<file path="src/core/opl_map.svh">
// register offsets, field positions, reset values and timing figures
// included by the output-pin block and its package users
`ifndef OPL_MAP_SVH
`define OPL_MAP_SVH

// command codes
`define OPL_CMD_SEQ_WAIT_LIMIT 8'he6
`define OPL_CMD_PIN_CONFIG 8'he7

// page ranges: sequencing channels 0..11, pins on pages 12..19
`define OPL_SEQ_PAGE_BASE 8'h00
`define OPL_PIN_PAGE_BASE 8'h0c
`define OPL_FAULT_LINE_PIN 3'h7

// reset values
`define OPL_SEQ_WAIT_RESET 16'h0000
`define OPL_PIN_CONFIG_RESET 32'h0000_0000
`define OPL_PIN_CONFIG_WMASK 32'hffff_ffc7

// pin configuration fields
`define OPL_F_MASK_HI 31
`define OPL_F_MASK_LO 16
`define OPL_F_OFF_HI 15
`define OPL_F_OFF_LO 12
`define OPL_F_ON_HI 11
`define OPL_F_ON_LO 8
`define OPL_F_DRIVE 7
`define OPL_F_POLARITY 6
`define OPL_F_FUNC_HI 2
`define OPL_F_FUNC_LO 0

// function codes
`define OPL_FN_MARGIN 3'h0
`define OPL_FN_FORCE_ON 3'h1
`define OPL_FN_FORCE_OFF 3'h2
`define OPL_FN_GOOD_AND 3'h3
`define OPL_FN_ALARM_OR 3'h4
`define OPL_FN_FAULT_LINE 3'h5

// timing
`define OPL_CLK_MHZ 200
`define OPL_TICK_MS 1

// delay code to milliseconds
`define OPL_DLY_0 12'd0
`define OPL_DLY_1 12'd5
`define OPL_DLY_2 12'd10
`define OPL_DLY_3 12'd20
`define OPL_DLY_4 12'd40
`define OPL_DLY_5 12'd60
`define OPL_DLY_6 12'd80
`define OPL_DLY_7 12'd100
`define OPL_DLY_8 12'd200
`define OPL_DLY_9 12'd400
`define OPL_DLY_10 12'd600
`define OPL_DLY_11 12'd800
`define OPL_DLY_12 12'd1000
`define OPL_DLY_13 12'd1500
`define OPL_DLY_14 12'd2000
`define OPL_DLY_15 12'd4000

`endif

</file>
<file path="src/core/opl_pkg.sv">
// types shared by the output-pin block
// assumes opl_map.svh supplies the numeric constants
package opl_pkg;
  typedef logic [2:0] opl_func_code_t;
  typedef logic [11:0] opl_ms_t;
  typedef enum logic [1:0] {SEQ_IDLE, SEQ_WAIT, SEQ_DONE} opl_seq_state_t;
endpackage

</file>
<file path="src/core/opl_filt_if.sv">
// carrier between the pin logic and one delay filter
// assumes one instance per output pin
`timescale 1ns/1ps
interface opl_filt_if;
  import opl_pkg::*;
  logic msTick;
  logic rawLevel;
  opl_ms_t onMs;
  opl_ms_t offMs;
  logic filtLevel;
  modport filt (input msTick, input rawLevel, input onMs, input offMs,
    output filtLevel);
  modport user (output msTick, output rawLevel, output onMs,
    output offMs, input filtLevel);
endinterface

</file>
<file path="src/core/opl_delay_filter.sv">
// assertion/deassertion delay filter for one output pin
// assumes a one-cycle millisecond tick on the same clock
`timescale 1ns/1ps
module opl_delay_filter
  import opl_pkg::*;
(
  input wire logic clk,
  input wire logic rst_b,
  opl_filt_if.filt port
);
  logic out_q;
  logic last_q;
  opl_ms_t stable_q;
  opl_ms_t need;

  assign need = port.rawLevel ? port.onMs : port.offMs;
  assign port.filtLevel = out_q;

  // time since the input last moved, saturating
  always_ff @(posedge clk or negedge rst_b)
  begin
    if (!rst_b)
    begin
      last_q <= 1'b0;
      stable_q <= '0;
    end
    else
    begin
      last_q <= port.rawLevel;
      if (port.rawLevel != last_q)
        stable_q <= '0;
      else if (port.msTick && stable_q != 12'hfff)
        stable_q <= stable_q + 12'h001;
    end
  end

  // output moves only after the input held still for the full delay
  always_ff @(posedge clk or negedge rst_b)
  begin
    if (!rst_b)
      out_q <= 1'b0;
    else if (port.rawLevel != out_q && port.rawLevel == last_q &&
             stable_q >= need)
      out_q <= port.rawLevel;
  end
endmodule

</file>
<file path="src/core/opl_output_pins.sv">
// output-pin logic and sequencing wait-limit timers
// assumes command decode upstream presents one command per cmdValid
// Operation
// - time ms from chosen group start to channel start event, compare.
// - wait limit is a two-byte direct value; zero disables the check.
// - on timeout set status-word output summary and wait-fault bit.
// - on timeout request fault action; alert only if alerting enabled.
// - configuration applies per pin, eight pins, outputs 0-7 or 12-19.
// - function 000 drives the margining waveform onto the pin.
// - function 001 forces asserted, 010 forces deasserted.
// - function 011 asserts when all masked channels report good.
// - function 100 asserts when any masked channel alarm is active.
// - mask bit number equals channel number plus 16.
// - mask and delays matter only in functions 011 and 100.
// - four-bit deassert delay code picks 0 to 4000 ms.
// - each pin has own polarity and drive-type selection.
// - bits 11:8 pick assert delay from the same table.
// - output changes only after input is stable for the whole delay.
// - function 101 is the fault-line function on pin 7; 11x reserved.
// - bit 7 push-pull 0 / open-drain 1; bit 6 low 0 / high 1.
`timescale 1ns/1ps
`include "opl_map.svh"
module opl_output_pins
  import opl_pkg::*;
#(
  parameter int NPIN = 8,
  parameter int NSEQ = 12,
  parameter int NCHAN = 16,
  parameter int TICK_CYCLES = `OPL_TICK_MS * 1000 * `OPL_CLK_MHZ
)
(
  input wire logic clk,
  input wire logic rst_b,
  input wire logic cmdValid,
  input wire logic cmdWrite,
  input wire logic [7:0] cmdCode,
  input wire logic [7:0] cmdPage,
  input wire logic [31:0] cmdWdata,
  output logic [31:0] cmdRdata,
  output logic cmdAck,
  output logic cmdErr,
  input wire logic [NCHAN-1:0] goodOrInputPin,
  input wire logic [NCHAN-1:0] chanAlarm,
  input wire logic [NPIN-1:0] marginWave,
  input wire logic faultLineLevel,
  input wire logic sequenceGroupZero,
  input wire logic sequenceGroupOne,
  input wire logic [NSEQ-1:0] groupChoiceBit,
  input wire logic [NSEQ-1:0] chanStartEvent,
  input wire logic alertEnable,
  input wire logic clearFaults,
  output logic [NPIN-1:0] pinOut,
  output logic [NPIN-1:0] pinOe,
  output logic statusWordVout,
  output logic [NSEQ-1:0] sequenceWaitFault,
  output logic [NSEQ-1:0] faultActionReq,
  output logic alertOut,
  output logic alertOe
);

  function automatic opl_ms_t dlyMs(input logic [3:0] code);
    opl_ms_t r;
    r = `OPL_DLY_0;
    unique case (code)
      4'h0: r = `OPL_DLY_0;
      4'h1: r = `OPL_DLY_1;
      4'h2: r = `OPL_DLY_2;
      4'h3: r = `OPL_DLY_3;
      4'h4: r = `OPL_DLY_4;
      4'h5: r = `OPL_DLY_5;
      4'h6: r = `OPL_DLY_6;
      4'h7: r = `OPL_DLY_7;
      4'h8: r = `OPL_DLY_8;
      4'h9: r = `OPL_DLY_9;
      4'ha: r = `OPL_DLY_10;
      4'hb: r = `OPL_DLY_11;
      4'hc: r = `OPL_DLY_12;
      4'hd: r = `OPL_DLY_13;
      4'he: r = `OPL_DLY_14;
      4'hf: r = `OPL_DLY_15;
    endcase
    return r;
  endfunction

  // millisecond tick
  logic [31:0] tickCnt_q;
  logic msTick_q;

  always_ff @(posedge clk or negedge rst_b)
  begin
    if (!rst_b)
    begin
      tickCnt_q <= '0;
      msTick_q <= 1'b0;
    end
    else if (tickCnt_q == 32'(TICK_CYCLES - 1))
    begin
      tickCnt_q <= '0;
      msTick_q <= 1'b1;
    end
    else
    begin
      tickCnt_q <= tickCnt_q + 32'h0000_0001;
      msTick_q <= 1'b0;
    end
  end

  // good/input levels come from pins; two flops before use
  logic [NCHAN-1:0] goodMeta_q;
  logic [NCHAN-1:0] goodSync_q;

  always_ff @(posedge clk or negedge rst_b)
  begin
    if (!rst_b)
    begin
      goodMeta_q <= '0;
      goodSync_q <= '0;
    end
    else
    begin
      goodMeta_q <= goodOrInputPin;
      goodSync_q <= goodMeta_q;
    end
  end

  // command decode
  logic seqHit;
  logic pinHit;
  logic [7:0] seqIdx;
  logic [7:0] pinIdx;

  assign seqIdx = cmdPage - `OPL_SEQ_PAGE_BASE;
  assign pinIdx = cmdPage - `OPL_PIN_PAGE_BASE;
  assign seqHit = cmdCode == `OPL_CMD_SEQ_WAIT_LIMIT &&
                  seqIdx < 8'(NSEQ);
  assign pinHit = cmdCode == `OPL_CMD_PIN_CONFIG &&
                  cmdPage >= `OPL_PIN_PAGE_BASE && pinIdx < 8'(NPIN);

  logic [15:0] waitLimit_q [NSEQ];
  logic [31:0] pinCfg_q [NPIN];

  // read data and answer registered; unmapped code or page flags an error
  always_ff @(posedge clk or negedge rst_b)
  begin
    if (!rst_b)
    begin
      cmdRdata <= '0;
      cmdAck <= 1'b0;
      cmdErr <= 1'b0;
    end
    else
    begin
      cmdAck <= cmdValid;
      cmdErr <= cmdValid && !seqHit && !pinHit;
      if (cmdValid && !cmdWrite)
      begin
        if (seqHit)
          cmdRdata <= {16'h0000, waitLimit_q[seqIdx[3:0]]};
        else if (pinHit)
          cmdRdata <= pinCfg_q[pinIdx[2:0]];
        else
          cmdRdata <= '0;
      end
    end
  end

  // sequencing wait timers, one per sequencing channel
  logic [NSEQ-1:0] timeout;

  genvar c;
  generate
    for (c = 0; c < NSEQ; c++)
    begin : g_seq
      opl_seq_state_t state_q;
      logic [15:0] elapsed_q;
      logic groupGo;

      assign groupGo = groupChoiceBit[c] ? sequenceGroupOne
                                         : sequenceGroupZero;

      always_ff @(posedge clk or negedge rst_b)
      begin
        if (!rst_b)
          waitLimit_q[c] <= `OPL_SEQ_WAIT_RESET;
        else if (cmdValid && cmdWrite && seqHit && seqIdx == 8'(c))
          waitLimit_q[c] <= cmdWdata[15:0];
      end

      // zero limit never trips
      assign timeout[c] = state_q == SEQ_WAIT &&
                          waitLimit_q[c] != 16'h0000 &&
                          elapsed_q > waitLimit_q[c];

      always_ff @(posedge clk or negedge rst_b)
      begin
        if (!rst_b)
        begin
          state_q <= SEQ_IDLE;
          elapsed_q <= '0;
        end
        else
        begin
          unique case (state_q)
            SEQ_IDLE:
            begin
              elapsed_q <= '0;
              if (groupGo)
                state_q <= SEQ_WAIT;
            end
            SEQ_WAIT:
            begin
              if (msTick_q && elapsed_q != 16'hffff)
                elapsed_q <= elapsed_q + 16'h0001;
              if (chanStartEvent[c] || timeout[c])
                state_q <= SEQ_DONE;
              else if (!groupGo)
                state_q <= SEQ_IDLE;
            end
            SEQ_DONE:
            begin
              if (!groupGo)
                state_q <= SEQ_IDLE;
            end
          endcase
        end
      end

      // set wins over clear
      always_ff @(posedge clk or negedge rst_b)
      begin
        if (!rst_b)
          sequenceWaitFault[c] <= 1'b0;
        else if (timeout[c])
          sequenceWaitFault[c] <= 1'b1;
        else if (clearFaults)
          sequenceWaitFault[c] <= 1'b0;
      end

      always_ff @(posedge clk or negedge rst_b)
      begin
        if (!rst_b)
          faultActionReq[c] <= 1'b0;
        else
          faultActionReq[c] <= timeout[c];
      end
    end
  endgenerate

  always_ff @(posedge clk or negedge rst_b)
  begin
    if (!rst_b)
      statusWordVout <= 1'b0;
    else if (|timeout)
      statusWordVout <= 1'b1;
    else if (clearFaults)
      statusWordVout <= 1'b0;
  end

  // alert is open-drain: pulled low while held
  logic alertHold_q;

  always_ff @(posedge clk or negedge rst_b)
  begin
    if (!rst_b)
      alertHold_q <= 1'b0;
    else if (|timeout && alertEnable)
      alertHold_q <= 1'b1;
    else if (clearFaults)
      alertHold_q <= 1'b0;
  end

  assign alertOut = 1'b0;
  assign alertOe = alertHold_q;

  // output pins
  genvar p;
  generate
    for (p = 0; p < NPIN; p++)
    begin : g_pin
      opl_filt_if fif ();
      opl_func_code_t func;
      logic [NCHAN-1:0] mask;
      logic useDelay;
      logic rawAssert;
      logic asserted;
      logic level;

      // reserved bits 5:3 are not stored and read back zero
      always_ff @(posedge clk or negedge rst_b)
      begin
        if (!rst_b)
          pinCfg_q[p] <= `OPL_PIN_CONFIG_RESET;
        else if (cmdValid && cmdWrite && pinHit && pinIdx == 8'(p))
          pinCfg_q[p] <= cmdWdata & `OPL_PIN_CONFIG_WMASK;
      end

      assign func = pinCfg_q[p][`OPL_F_FUNC_HI:`OPL_F_FUNC_LO];
      assign mask = pinCfg_q[p][`OPL_F_MASK_HI:`OPL_F_MASK_LO];
      assign useDelay = func == `OPL_FN_GOOD_AND ||
                        func == `OPL_FN_ALARM_OR;

      always_comb
      begin
        rawAssert = 1'b0;
        unique case (func)
          `OPL_FN_FORCE_ON: rawAssert = 1'b1;
          `OPL_FN_FORCE_OFF: rawAssert = 1'b0;
          `OPL_FN_GOOD_AND: rawAssert = &(goodSync_q | ~mask);
          `OPL_FN_ALARM_OR: rawAssert = |(chanAlarm & mask);
          `OPL_FN_FAULT_LINE:
            rawAssert = (p == `OPL_FAULT_LINE_PIN) && faultLineLevel;
          default: rawAssert = 1'b0;
        endcase
      end

      // delays forced to zero outside the two logic modes
      assign fif.msTick = msTick_q;
      assign fif.rawLevel = rawAssert;
      assign fif.onMs = useDelay ?
        dlyMs(pinCfg_q[p][`OPL_F_ON_HI:`OPL_F_ON_LO]) : '0;
      assign fif.offMs = useDelay ?
        dlyMs(pinCfg_q[p][`OPL_F_OFF_HI:`OPL_F_OFF_LO]) : '0;

      opl_delay_filter u_filt (
        .clk(clk),
        .rst_b(rst_b),
        .port(fif.filt)
      );

      // margining waveform bypasses the filter and the polarity
      assign asserted = fif.filtLevel;
      assign level = pinCfg_q[p][`OPL_F_POLARITY] ? asserted
                                                  : !asserted;

      always_ff @(posedge clk or negedge rst_b)
      begin
        if (!rst_b)
        begin
          pinOut[p] <= 1'b0;
          pinOe[p] <= 1'b0;
        end
        else if (func == `OPL_FN_MARGIN)
        begin
          pinOut[p] <= marginWave[p];
          pinOe[p] <= 1'b1;
        end
        else if (pinCfg_q[p][`OPL_F_DRIVE])
        begin
          pinOut[p] <= 1'b0;
          pinOe[p] <= !level;
        end
        else
        begin
          pinOut[p] <= level;
          pinOe[p] <= 1'b1;
        end
      end
    end
  endgenerate

  // a rewrite during margining takes effect at once; host must avoid it
endmodule

</file>
<file path="config.mk">
export PLATFORM = sky130hd
export DESIGN_NAME = opl_output_pins
export DESIGN_NICKNAME = d
export VERILOG_FILES = /design/src/core/opl_pkg.sv /design/src/core/opl_filt_if.sv /design/src/core/opl_delay_filter.sv /design/src/core/opl_output_pins.sv
export VERILOG_INCLUDE_DIRS = /design/src /design/src/core
export SDC_FILE = /design/constraint.sdc
export NUM_CORES = 2
export LEC_CHECK = 0
export ABC_CLOCK_PERIOD_IN_PS = 8100
export BUFFER_PORTS_ARGS = -buffer_cell sky130_fd_sc_hd__buf_4
export CORE_MARGIN = 8
export CORE_UTILIZATION = 60
export CTS_BUF_LIST = sky130_fd_sc_hd__clkbuf_16
export DETAILED_ROUTE_END_ITERATION = 12
export PLACE_DENSITY = 0.76
export SKIP_CTS_REPAIR_TIMING = 1
export SLEW_MARGIN = 25
export SYNTH_ARGS = -nofsm -noshare
export SYNTH_HDL_FRONTEND = slang
export SYNTH_SLANG_ARGS = --single-unit
</file>
<file path="constraint.sdc">
create_clock -name clk -period 8.1 [get_ports clk]
set_input_delay 0.405 -clock clk [delete_from_list [all_inputs] [get_ports clk]]
set_output_delay 0.405 -clock clk [all_outputs]
set_load 0.01 [all_outputs]
</file>
# After elaboration in Yosys (flattened, before gate mapping)
# Memory sizes are Yosys's and may differ from the RTL's.
# Index checks and enable logic that the tools add are counted.
# totals
ff_bits	893
romBits	3072
in_bits	121
out_inout_bits	77
n_memories	16
# classes
addsub	22
magnitude_cmp	25
n_eq_ne	138
n_mux	197
bitwise_logic	26
reduce_logical	226
# mem_list
memory	words	width	rd	rd_clocked_by_memory_dff	write_ports	line_no	rtl
(name not given)	16	12	1	0	0	opl_output_pins.sv:64	unique case (code)
(name not given)	16	12	1	0	0	opl_output_pins.sv:64	
(name not given)	16	12	1	0	0	opl_output_pins.sv:64	
(name not given)	16	12	1	0	0	opl_output_pins.sv:64	
(name not given)	16	12	1	0	0	opl_output_pins.sv:64	
(name not given)	16	12	1	0	0	opl_output_pins.sv:64	
10 more memories	n/a	n/a	n/a	n/a	n/a	n/a	
# op_table
operator	count
12-bit 2-to-1 mux	40
16-bit case mux with 2 select lines	12
16-bit 2-to-1 mux	14
16-bit by 1-bit adder with 16-bit output (second input constant)	12
16-bit greater-than comparator	12
16-bit inequality test (second input constant)	12
16-bit nonzero test	12
32-bit 2-to-1 mux	5
16-bit bitwise AND	8
16-bit inverter	8
16-bit OR	8
16-bit AND reduction	8
16-bit OR reduction	8
12-bit by 1-bit adder with 12-bit output (second input constant)	8
32-bit binary-select mux with 3-bit select	1
12-bit greater-or-equal comparator	8
12-bit inequality test (second input constant)	8
1-bit logical AND	90
2-bit 2-to-1 mux	36
2-bit case mux with 3 select lines	12
1-bit 2-to-1 mux	68
2-bit nonzero test	34
16-bit binary-select mux with 4-bit select	1
8-bit by 3-bit equality test with 1-bit output (second input constant)	8
31 further kinds	201

# Longest topological paths before layout
# logic_depth
depth_word	7
ltp_mapped	19
depth_no_buf	16

# By module
# Synthesis repeated with hierarchy kept, for this count alone.
# unflattened
cells_unflattened	5571
area_unflattened_um2	56564.2
# by_module_without_submodules
module	n_inst	cells_each	area_each_um2	seq_area_each_um2
opl_output_pins	1	4643	47675.7	19543.7
opl_delay_filter at g_pin[0].u_filt ...	4	117	1112.3	350.3
opl_delay_filter at g_pin[4].u_filt ...	4	115	1109.8	350.3

# Least setup slack after synthesis
# No wires, ideal clock.
# synth_path
kind	register to register
startpoint	reg pinCfg_q, in the netlist g_pin[3].mask[4]
endpoint	reg g_pin[3].u_filt.out_q
t_arrival_ns	3.549
slack_ns	4.427
stages_incl_launch_ff	19
path_buffers	2
synth_period_minus_slack_ns	3.673
path_cell_list	dfrtp_1 > nor2b_1 > a2111o_1 > a2111oi_2 > a41oi_1 > o32a_1 > buf_6 > inv_4 > buf_6 > nand3_1 > a21boi_1 > ha_1 > nand2b_1 > a21o_1 > a211oi_1 > or3_1 > a31oi_1 > o2111a_1 > a211o_1
# synth_via
elab_chain_cells	7
# synth_lines
item	line_no	rtl
start, declared	opl_output_pins.sv:140	logic [31:0] pinCfg_q [NPIN];
start signal, assigned by index	opl_output_pins.sv:292	pinCfg_q[p] <= `OPL_PIN_CONFIG_RESET;
start signal, assigned by index	opl_output_pins.sv:294	pinCfg_q[p] <= cmdWdata & `OPL_PIN_CONFIG_WMASK;
16-bit inverter	opl_output_pins.sv:308	`OPL_FN_GOOD_AND: rawAssert = &(goodSync_q | ~mask);
16-bit OR	opl_output_pins.sv:308	
16-bit AND reduction	opl_output_pins.sv:308	
1-bit case mux with 3 select lines (*)	opl_output_pins.sv:305	unique case (func)
net g_pin[3].fif.rawLevel	opl_filt_if.sv:7	logic rawLevel;
12-bit 2-to-1 mux, or another cell as far along	opl_delay_filter.sv:16	assign need = port.rawLevel ? port.onMs : port.offMs;
12-bit greater-or-equal comparator / 1-bit logical AND (equally long branches)	opl_delay_filter.sv:43, opl_delay_filter.sv:42	
1-bit logical AND	opl_delay_filter.sv:42	else if (port.rawLevel != out_q && port.rawLevel == last_q &&
end signal, assigned	opl_delay_filter.sv:44	out_q <= port.rawLevel;
end, declared	opl_delay_filter.sv:11	logic out_q;
# The timed path passes the listed nets; every way through them passes the cells marked *.
# A chain may end at the register's enable or synchronous reset.

# Final worst setup path
# layout_path
startpoint	reg pinCfg_q, in the netlist g_pin[5].func[0]
endpoint	reg g_pin[5].u_filt.out_q
# layout_via
elab_chain_cells	6
# layout_lines
item	line_no	rtl
3-bit by 2-bit equality test with 1-bit output / 3-bit equality test (equally long branches)	opl_output_pins.sv:305	
1-bit logical OR (no line)	n/a	
12-bit 2-to-1 mux (on tied branches)	opl_output_pins.sv:321, opl_output_pins.sv:319	
12-bit 2-to-1 mux	opl_delay_filter.sv:16	
12-bit greater-or-equal comparator	opl_delay_filter.sv:43	stable_q >= need)
1-bit logical AND	opl_delay_filter.sv:42	
end signal, assigned	opl_delay_filter.sv:44	
end, declared	opl_delay_filter.sv:11	
# Parallel ways exist; a longest one is shown, timed or not.

==> results by group <==
Setup path
  • Critical path type: flip-flop to flip-flop
  • CP Capture Type: flip-flop
  • R2R Path Start: g_pin[5].func[0]$_DFFE_PN0P_
  • Crit path launch type: flip-flop
  • CP max stage delay: around 0.80 ns
  • Worst path arrival time: between 4 and 5 ns
  • Critical path, cell by cell: nor2b_1 -> o21ai_0 -> a221o_1 -> a2111oi_0 -> a2bb2oi_4 -> nand3b_1 -> a21boi_1 -> ha_1 -> nand2b_1 -> a21o_1 -> a21oi_1 -> o21ai_0 -> o31ai_1 -> nor3_1 -> a211o_1
  • Reg2reg end: g_pin[5].u_filt.port.filtLevel$_DFFE_PN0P_
  • Cell mode on critical path: o21ai_0
  • R2R depth: 15
  • Slowest cell on crit path: a2111oi_0
  • Worst Path Required: just under 9 ns
  • Buf/Inv on CP: 0
  • Worst Path Max Fanout: 24
  • R2R Setup Slk: between 3 and 4 ns
  • CP Depth: 15
  • CP delay by family, top: compound AO/OA/AOI/OAI gates

Synthesis
  • Synth warnings: 0
  • Synth area leader: dfrtp_1
  • Synth Instances: roughly 5500
  • Ys flop type: dfrtp_1
  • Syn Std Cell Area: around 56000 µm²
  • Largest family of logic cells by synthesized area: simple AND/OR/NAND/NOR gates
  • Register area share after synthesis: 0.4025
  • Asr flop ratio synth: 1.000
  • Syn avg cell area: roughly 10 µm²
  • Post-synth cell types: around 90
  • Post-Synth XOR/XNOR Area: 0.03358
  • Simple-gate share of the synthesized area: 0.1507
  • EDFF count, synth: 0
  • Portion of netlist area occupied by mux cells: 0.1489
  • Adder-Cell Fraction of Synth Area: 0.1041
  • Compound-Gate Fraction of Synth Area: 0.1174
  • #FFs+latches synth: 893
  • Synth top area cells: dfrtp_1 (40%), ha_1 (10%), mux2_2 (8.8%)
  • Syn nets: just over 6000
  • Top cell type's share of synthesized area: 0.4025

Die
  • Initial core utilization: 0.6057
  • Die area: ~100000 µm²
  • IO Count: between 150 and 200
  • Die width: 320.2 µm
  • Die Y: ~320 µm
  • Rows: ~110
  • Placeable core region: 91660 µm²

Layout
  • Area Overhead vs Synth: 10.71%
  • Share of layout cells above drive strength 1: 0.1714
  • Layout Nets: around 6300
  • Final Instance Count excl. Fillers: just under 7000
  • Register Area: approximately 22000 µm²
  • Multi-input gate area: around 30000 µm²
  • Fillcell total: just over 7000

Routing
  • Final WL: 165300 µm
  • 1st-pass router iterations: 7
  • Via-per-instance ratio: between 6 and 7
  • Final ANT Viol Nets: 0
  • Starting DRT DRC Count: 4874
  • Avg WL per Cell: between 20 and 25 µm
  • DR vias: roughly 45000
  • DRC viols: 0

Worst hold path
  • Hold Path Depth: 2
  • Worst hold start: cmdWdata[31]
  • Worst hold path class: primary input to flip-flop
  • Hold EP: g_pin[2].mask[15]$_DFFE_PN0P_

Pwr
  • Switching part of the total: 0.2668
  • Int Power: roughly 7.5 mW
  • Peak supply drop: between 0.00015 and 0.0002 V
  • Clock network power share: 0.451
  • Leak: 28.22 nW
  • P per Cell Area: between 150 and 200 nW/µm²
  • Sw power: approximately 2.7 mW
  • Logic gate share of total power: 0.102
  • Flop pwr share: 0.447

Global route
  • GRT Total Usage: 0.3152
  • Initial antenna violation count: 7
  • Pin count of the biggest net entering global routing: 164
  • First-pass GRT wire length: about 260000 µm
  • Congestion Overflow GR: 0
  • Vias in the first global route: between 40000 and 50000

Clock tree
  • H-tree depth reported by CTS: 3
  • CTS clock-pin slew for the worst setup and hold paths: 0.06 ns
  • Clk buf depth: 3
  • Inserted Clock Buffers: 99
  • Clock sink count: just under 900
  • Root Buffer: clkbuf_16
  • Clk_lat worst skew: ~0.7 ns
  • CTS tree: yes

Placed design
  • Placed insts: between 6000 and 7000
  • Port bufs: a little under 200
  • Gp weighted congestion: 1.006
  • Placed wire-length estimate: around 120000 µm

STA
  • Setup_tns: 0 ns
  • Hold_ws: slightly below 0.01 ns
  • Fin crit share: 0.5450
  • Final hold vios: 0
  • Slew HR: 0.2661
  • Slew at the pin closest to its max-slew limit: 1.092 ns
  • Slew Limit Fails: 0
  • Max Clock Freq: approximately 0.23 GHz
  • Setup repair after global routing missed its margin: false
  • Fin crit period: about 4.4 ns
  • Final setup fails: 0
  • Final Skew: around 0.035 ns

Job
  • Max Cap Viol: 0

Run status
  • Status: finished, final reports clean
## synth_stat cells (19+ instances only)
cell	number
nand4_1	126
and2_1	33
nor2_1	433
xor2_1	132
nor4_1	72
a31oi_1	34
mux4_2	106
a22o_1	49
xnor2_1	79
o21ai_0	320
nand2_1	533
a21o_1	40
a21oi_1	214
buf_2	68
nand3_1	172
nor3_1	67
and3_1	83
mux2_2	436
a22oi_1	32
and4_1	34
nor2b_1	61
o31ai_1	27
ha_1	462
o211ai_1	63
dfrtp_1	893
a211o_1	19
nand2b_1	37
mux2i_1	97
a221oi_1	32
clkbuf_1	148
inv_1	347
## kinds of logic after synthesis
family	Yosys count
xor+xnor	212
other cells	1
flops	893
compound gates	1007
mux	639
fa+ha+maj	462
buf+inv	593
simple gates	1737
## layer usage
layer	routed length, µm	GRT usage	part of all wire
met4	5451	0.09620	0.033
met2	72710	0.4739	0.44
met5	13	0	0.000079
met3	14810	0.07216	0.090
met1	72350	0.4541	0.44
## power groups by stage
stage	logic (mW)	registers, mW	clock network [mW]
after floorplan	0.628	4.63	0
after global placement	0.993	4.64	0
after detailed placement	1.02	4.65	0
after CTS	1.02	4.57	4.66
after global routing	1.15	4.57	4.84
final	1.04	4.57	4.61
## metrics by stage
stage	utilization	area, µm²	worst slack (ns)	power (mW)
global placement	0.6310	57840	3.763	5.636
detailed placement	0.6312	57860	3.803	5.665
finish	0.6705	61460	3.685	10.21
floorplan	-	55520	4.427	5.263
CTS	0.6670	61140	3.768	10.25
global route	0.6704	61450	3.434	10.57
## registers in the layout (all words and copies together), names as in the netlist, 12 cells and up
register and flops:
g_pin.func 24, cmdRdata 32, sequenceWaitFault 12, tickCnt_q 32, faultActionReq 12, goodSync_q 16
goodMeta_q 16, g_seq.state_q 24, g_pin.mask 128, g_pin.u_filt.stable_q 96, pinCfg_q 80, g_seq.elapsed_q 192
waitLimit_q 192
## layout by cell type, fill, tap and decap left out, types with 16 or more instances in the layout
cell           Yosys  routed
dfrtp_1          893     892
nand2_1          533     533
ha_1             462     462
mux2_2           436     436
nor2_1           433     433
inv_1            347     370
o21ai_0          320     318
buf_4              9     227
a21oi_1          214     214
nand3_1          172     172
xor2_1           132     132
nand4_1          126     126
mux4_2           106     106
clkbuf_16          0      99
mux2i_1           97      97
and3_1            83      83
xnor2_1           79      76
nor4_1            72      72
nor3_1            67      65
o211ai_1          63      63
nor2b_1           61      61
a22o_1            49      49
a21o_1            40      40
nand2b_1          37      36
and4_1            34      34
a31oi_1           34      33
and2_1            33      33
a221oi_1          32      32
a22oi_1           32      32
dlygate4sd3_1      0      28
o31ai_1           27      27
a211o_1           19      19
clkinv_1           3      18
or3_1             18      18
clkinv_2           0      18
o21a_1            17      17
o21bai_1          16      16
## how the worst max path moves through the flow
stage	startpoint	to
6_report	g_pin[5].func[0]$_DFFE_PN0P_	g_pin[5].u_filt.port.filtLevel$_DFFE_PN0P_
4_1_cts	g_pin[5].func[0]$_DFFE_PN0P_	g_pin[5].u_filt.port.filtLevel$_DFFE_PN0P_
3_5_place_dp	g_pin[5].func[0]$_DFFE_PN0P_	g_pin[5].u_filt.port.filtLevel$_DFFE_PN0P_
5_1_grt	g_pin[5].func[0]$_DFFE_PN0P_	g_pin[5].u_filt.port.filtLevel$_DFFE_PN0P_
3_3_place_gp	chanAlarm[2]	g_pin[5].u_filt.port.filtLevel$_DFFE_PN0P_
2_1_floorplan	g_pin[3].mask[4]$_DFFE_PN0P_	g_pin[3].u_filt.port.filtLevel$_DFFE_PN0P_
## layout make-up
class / count / share of cell area
Multi-Input combinational cell: 4058 / 0.5021
Sequential cell: 893 / 0.3636
Clock buffer: 99 / 0.04031
Timing Repair Buffer: 264 / 0.03471
Tap cell: 1186 / 0.02414
Inverter: 357 / 0.02184
Clock inverter: 83 / 0.01315
Antenna cell: 3 / 0.0001221
Note: power is estimated with default switching activity, not from simulation.
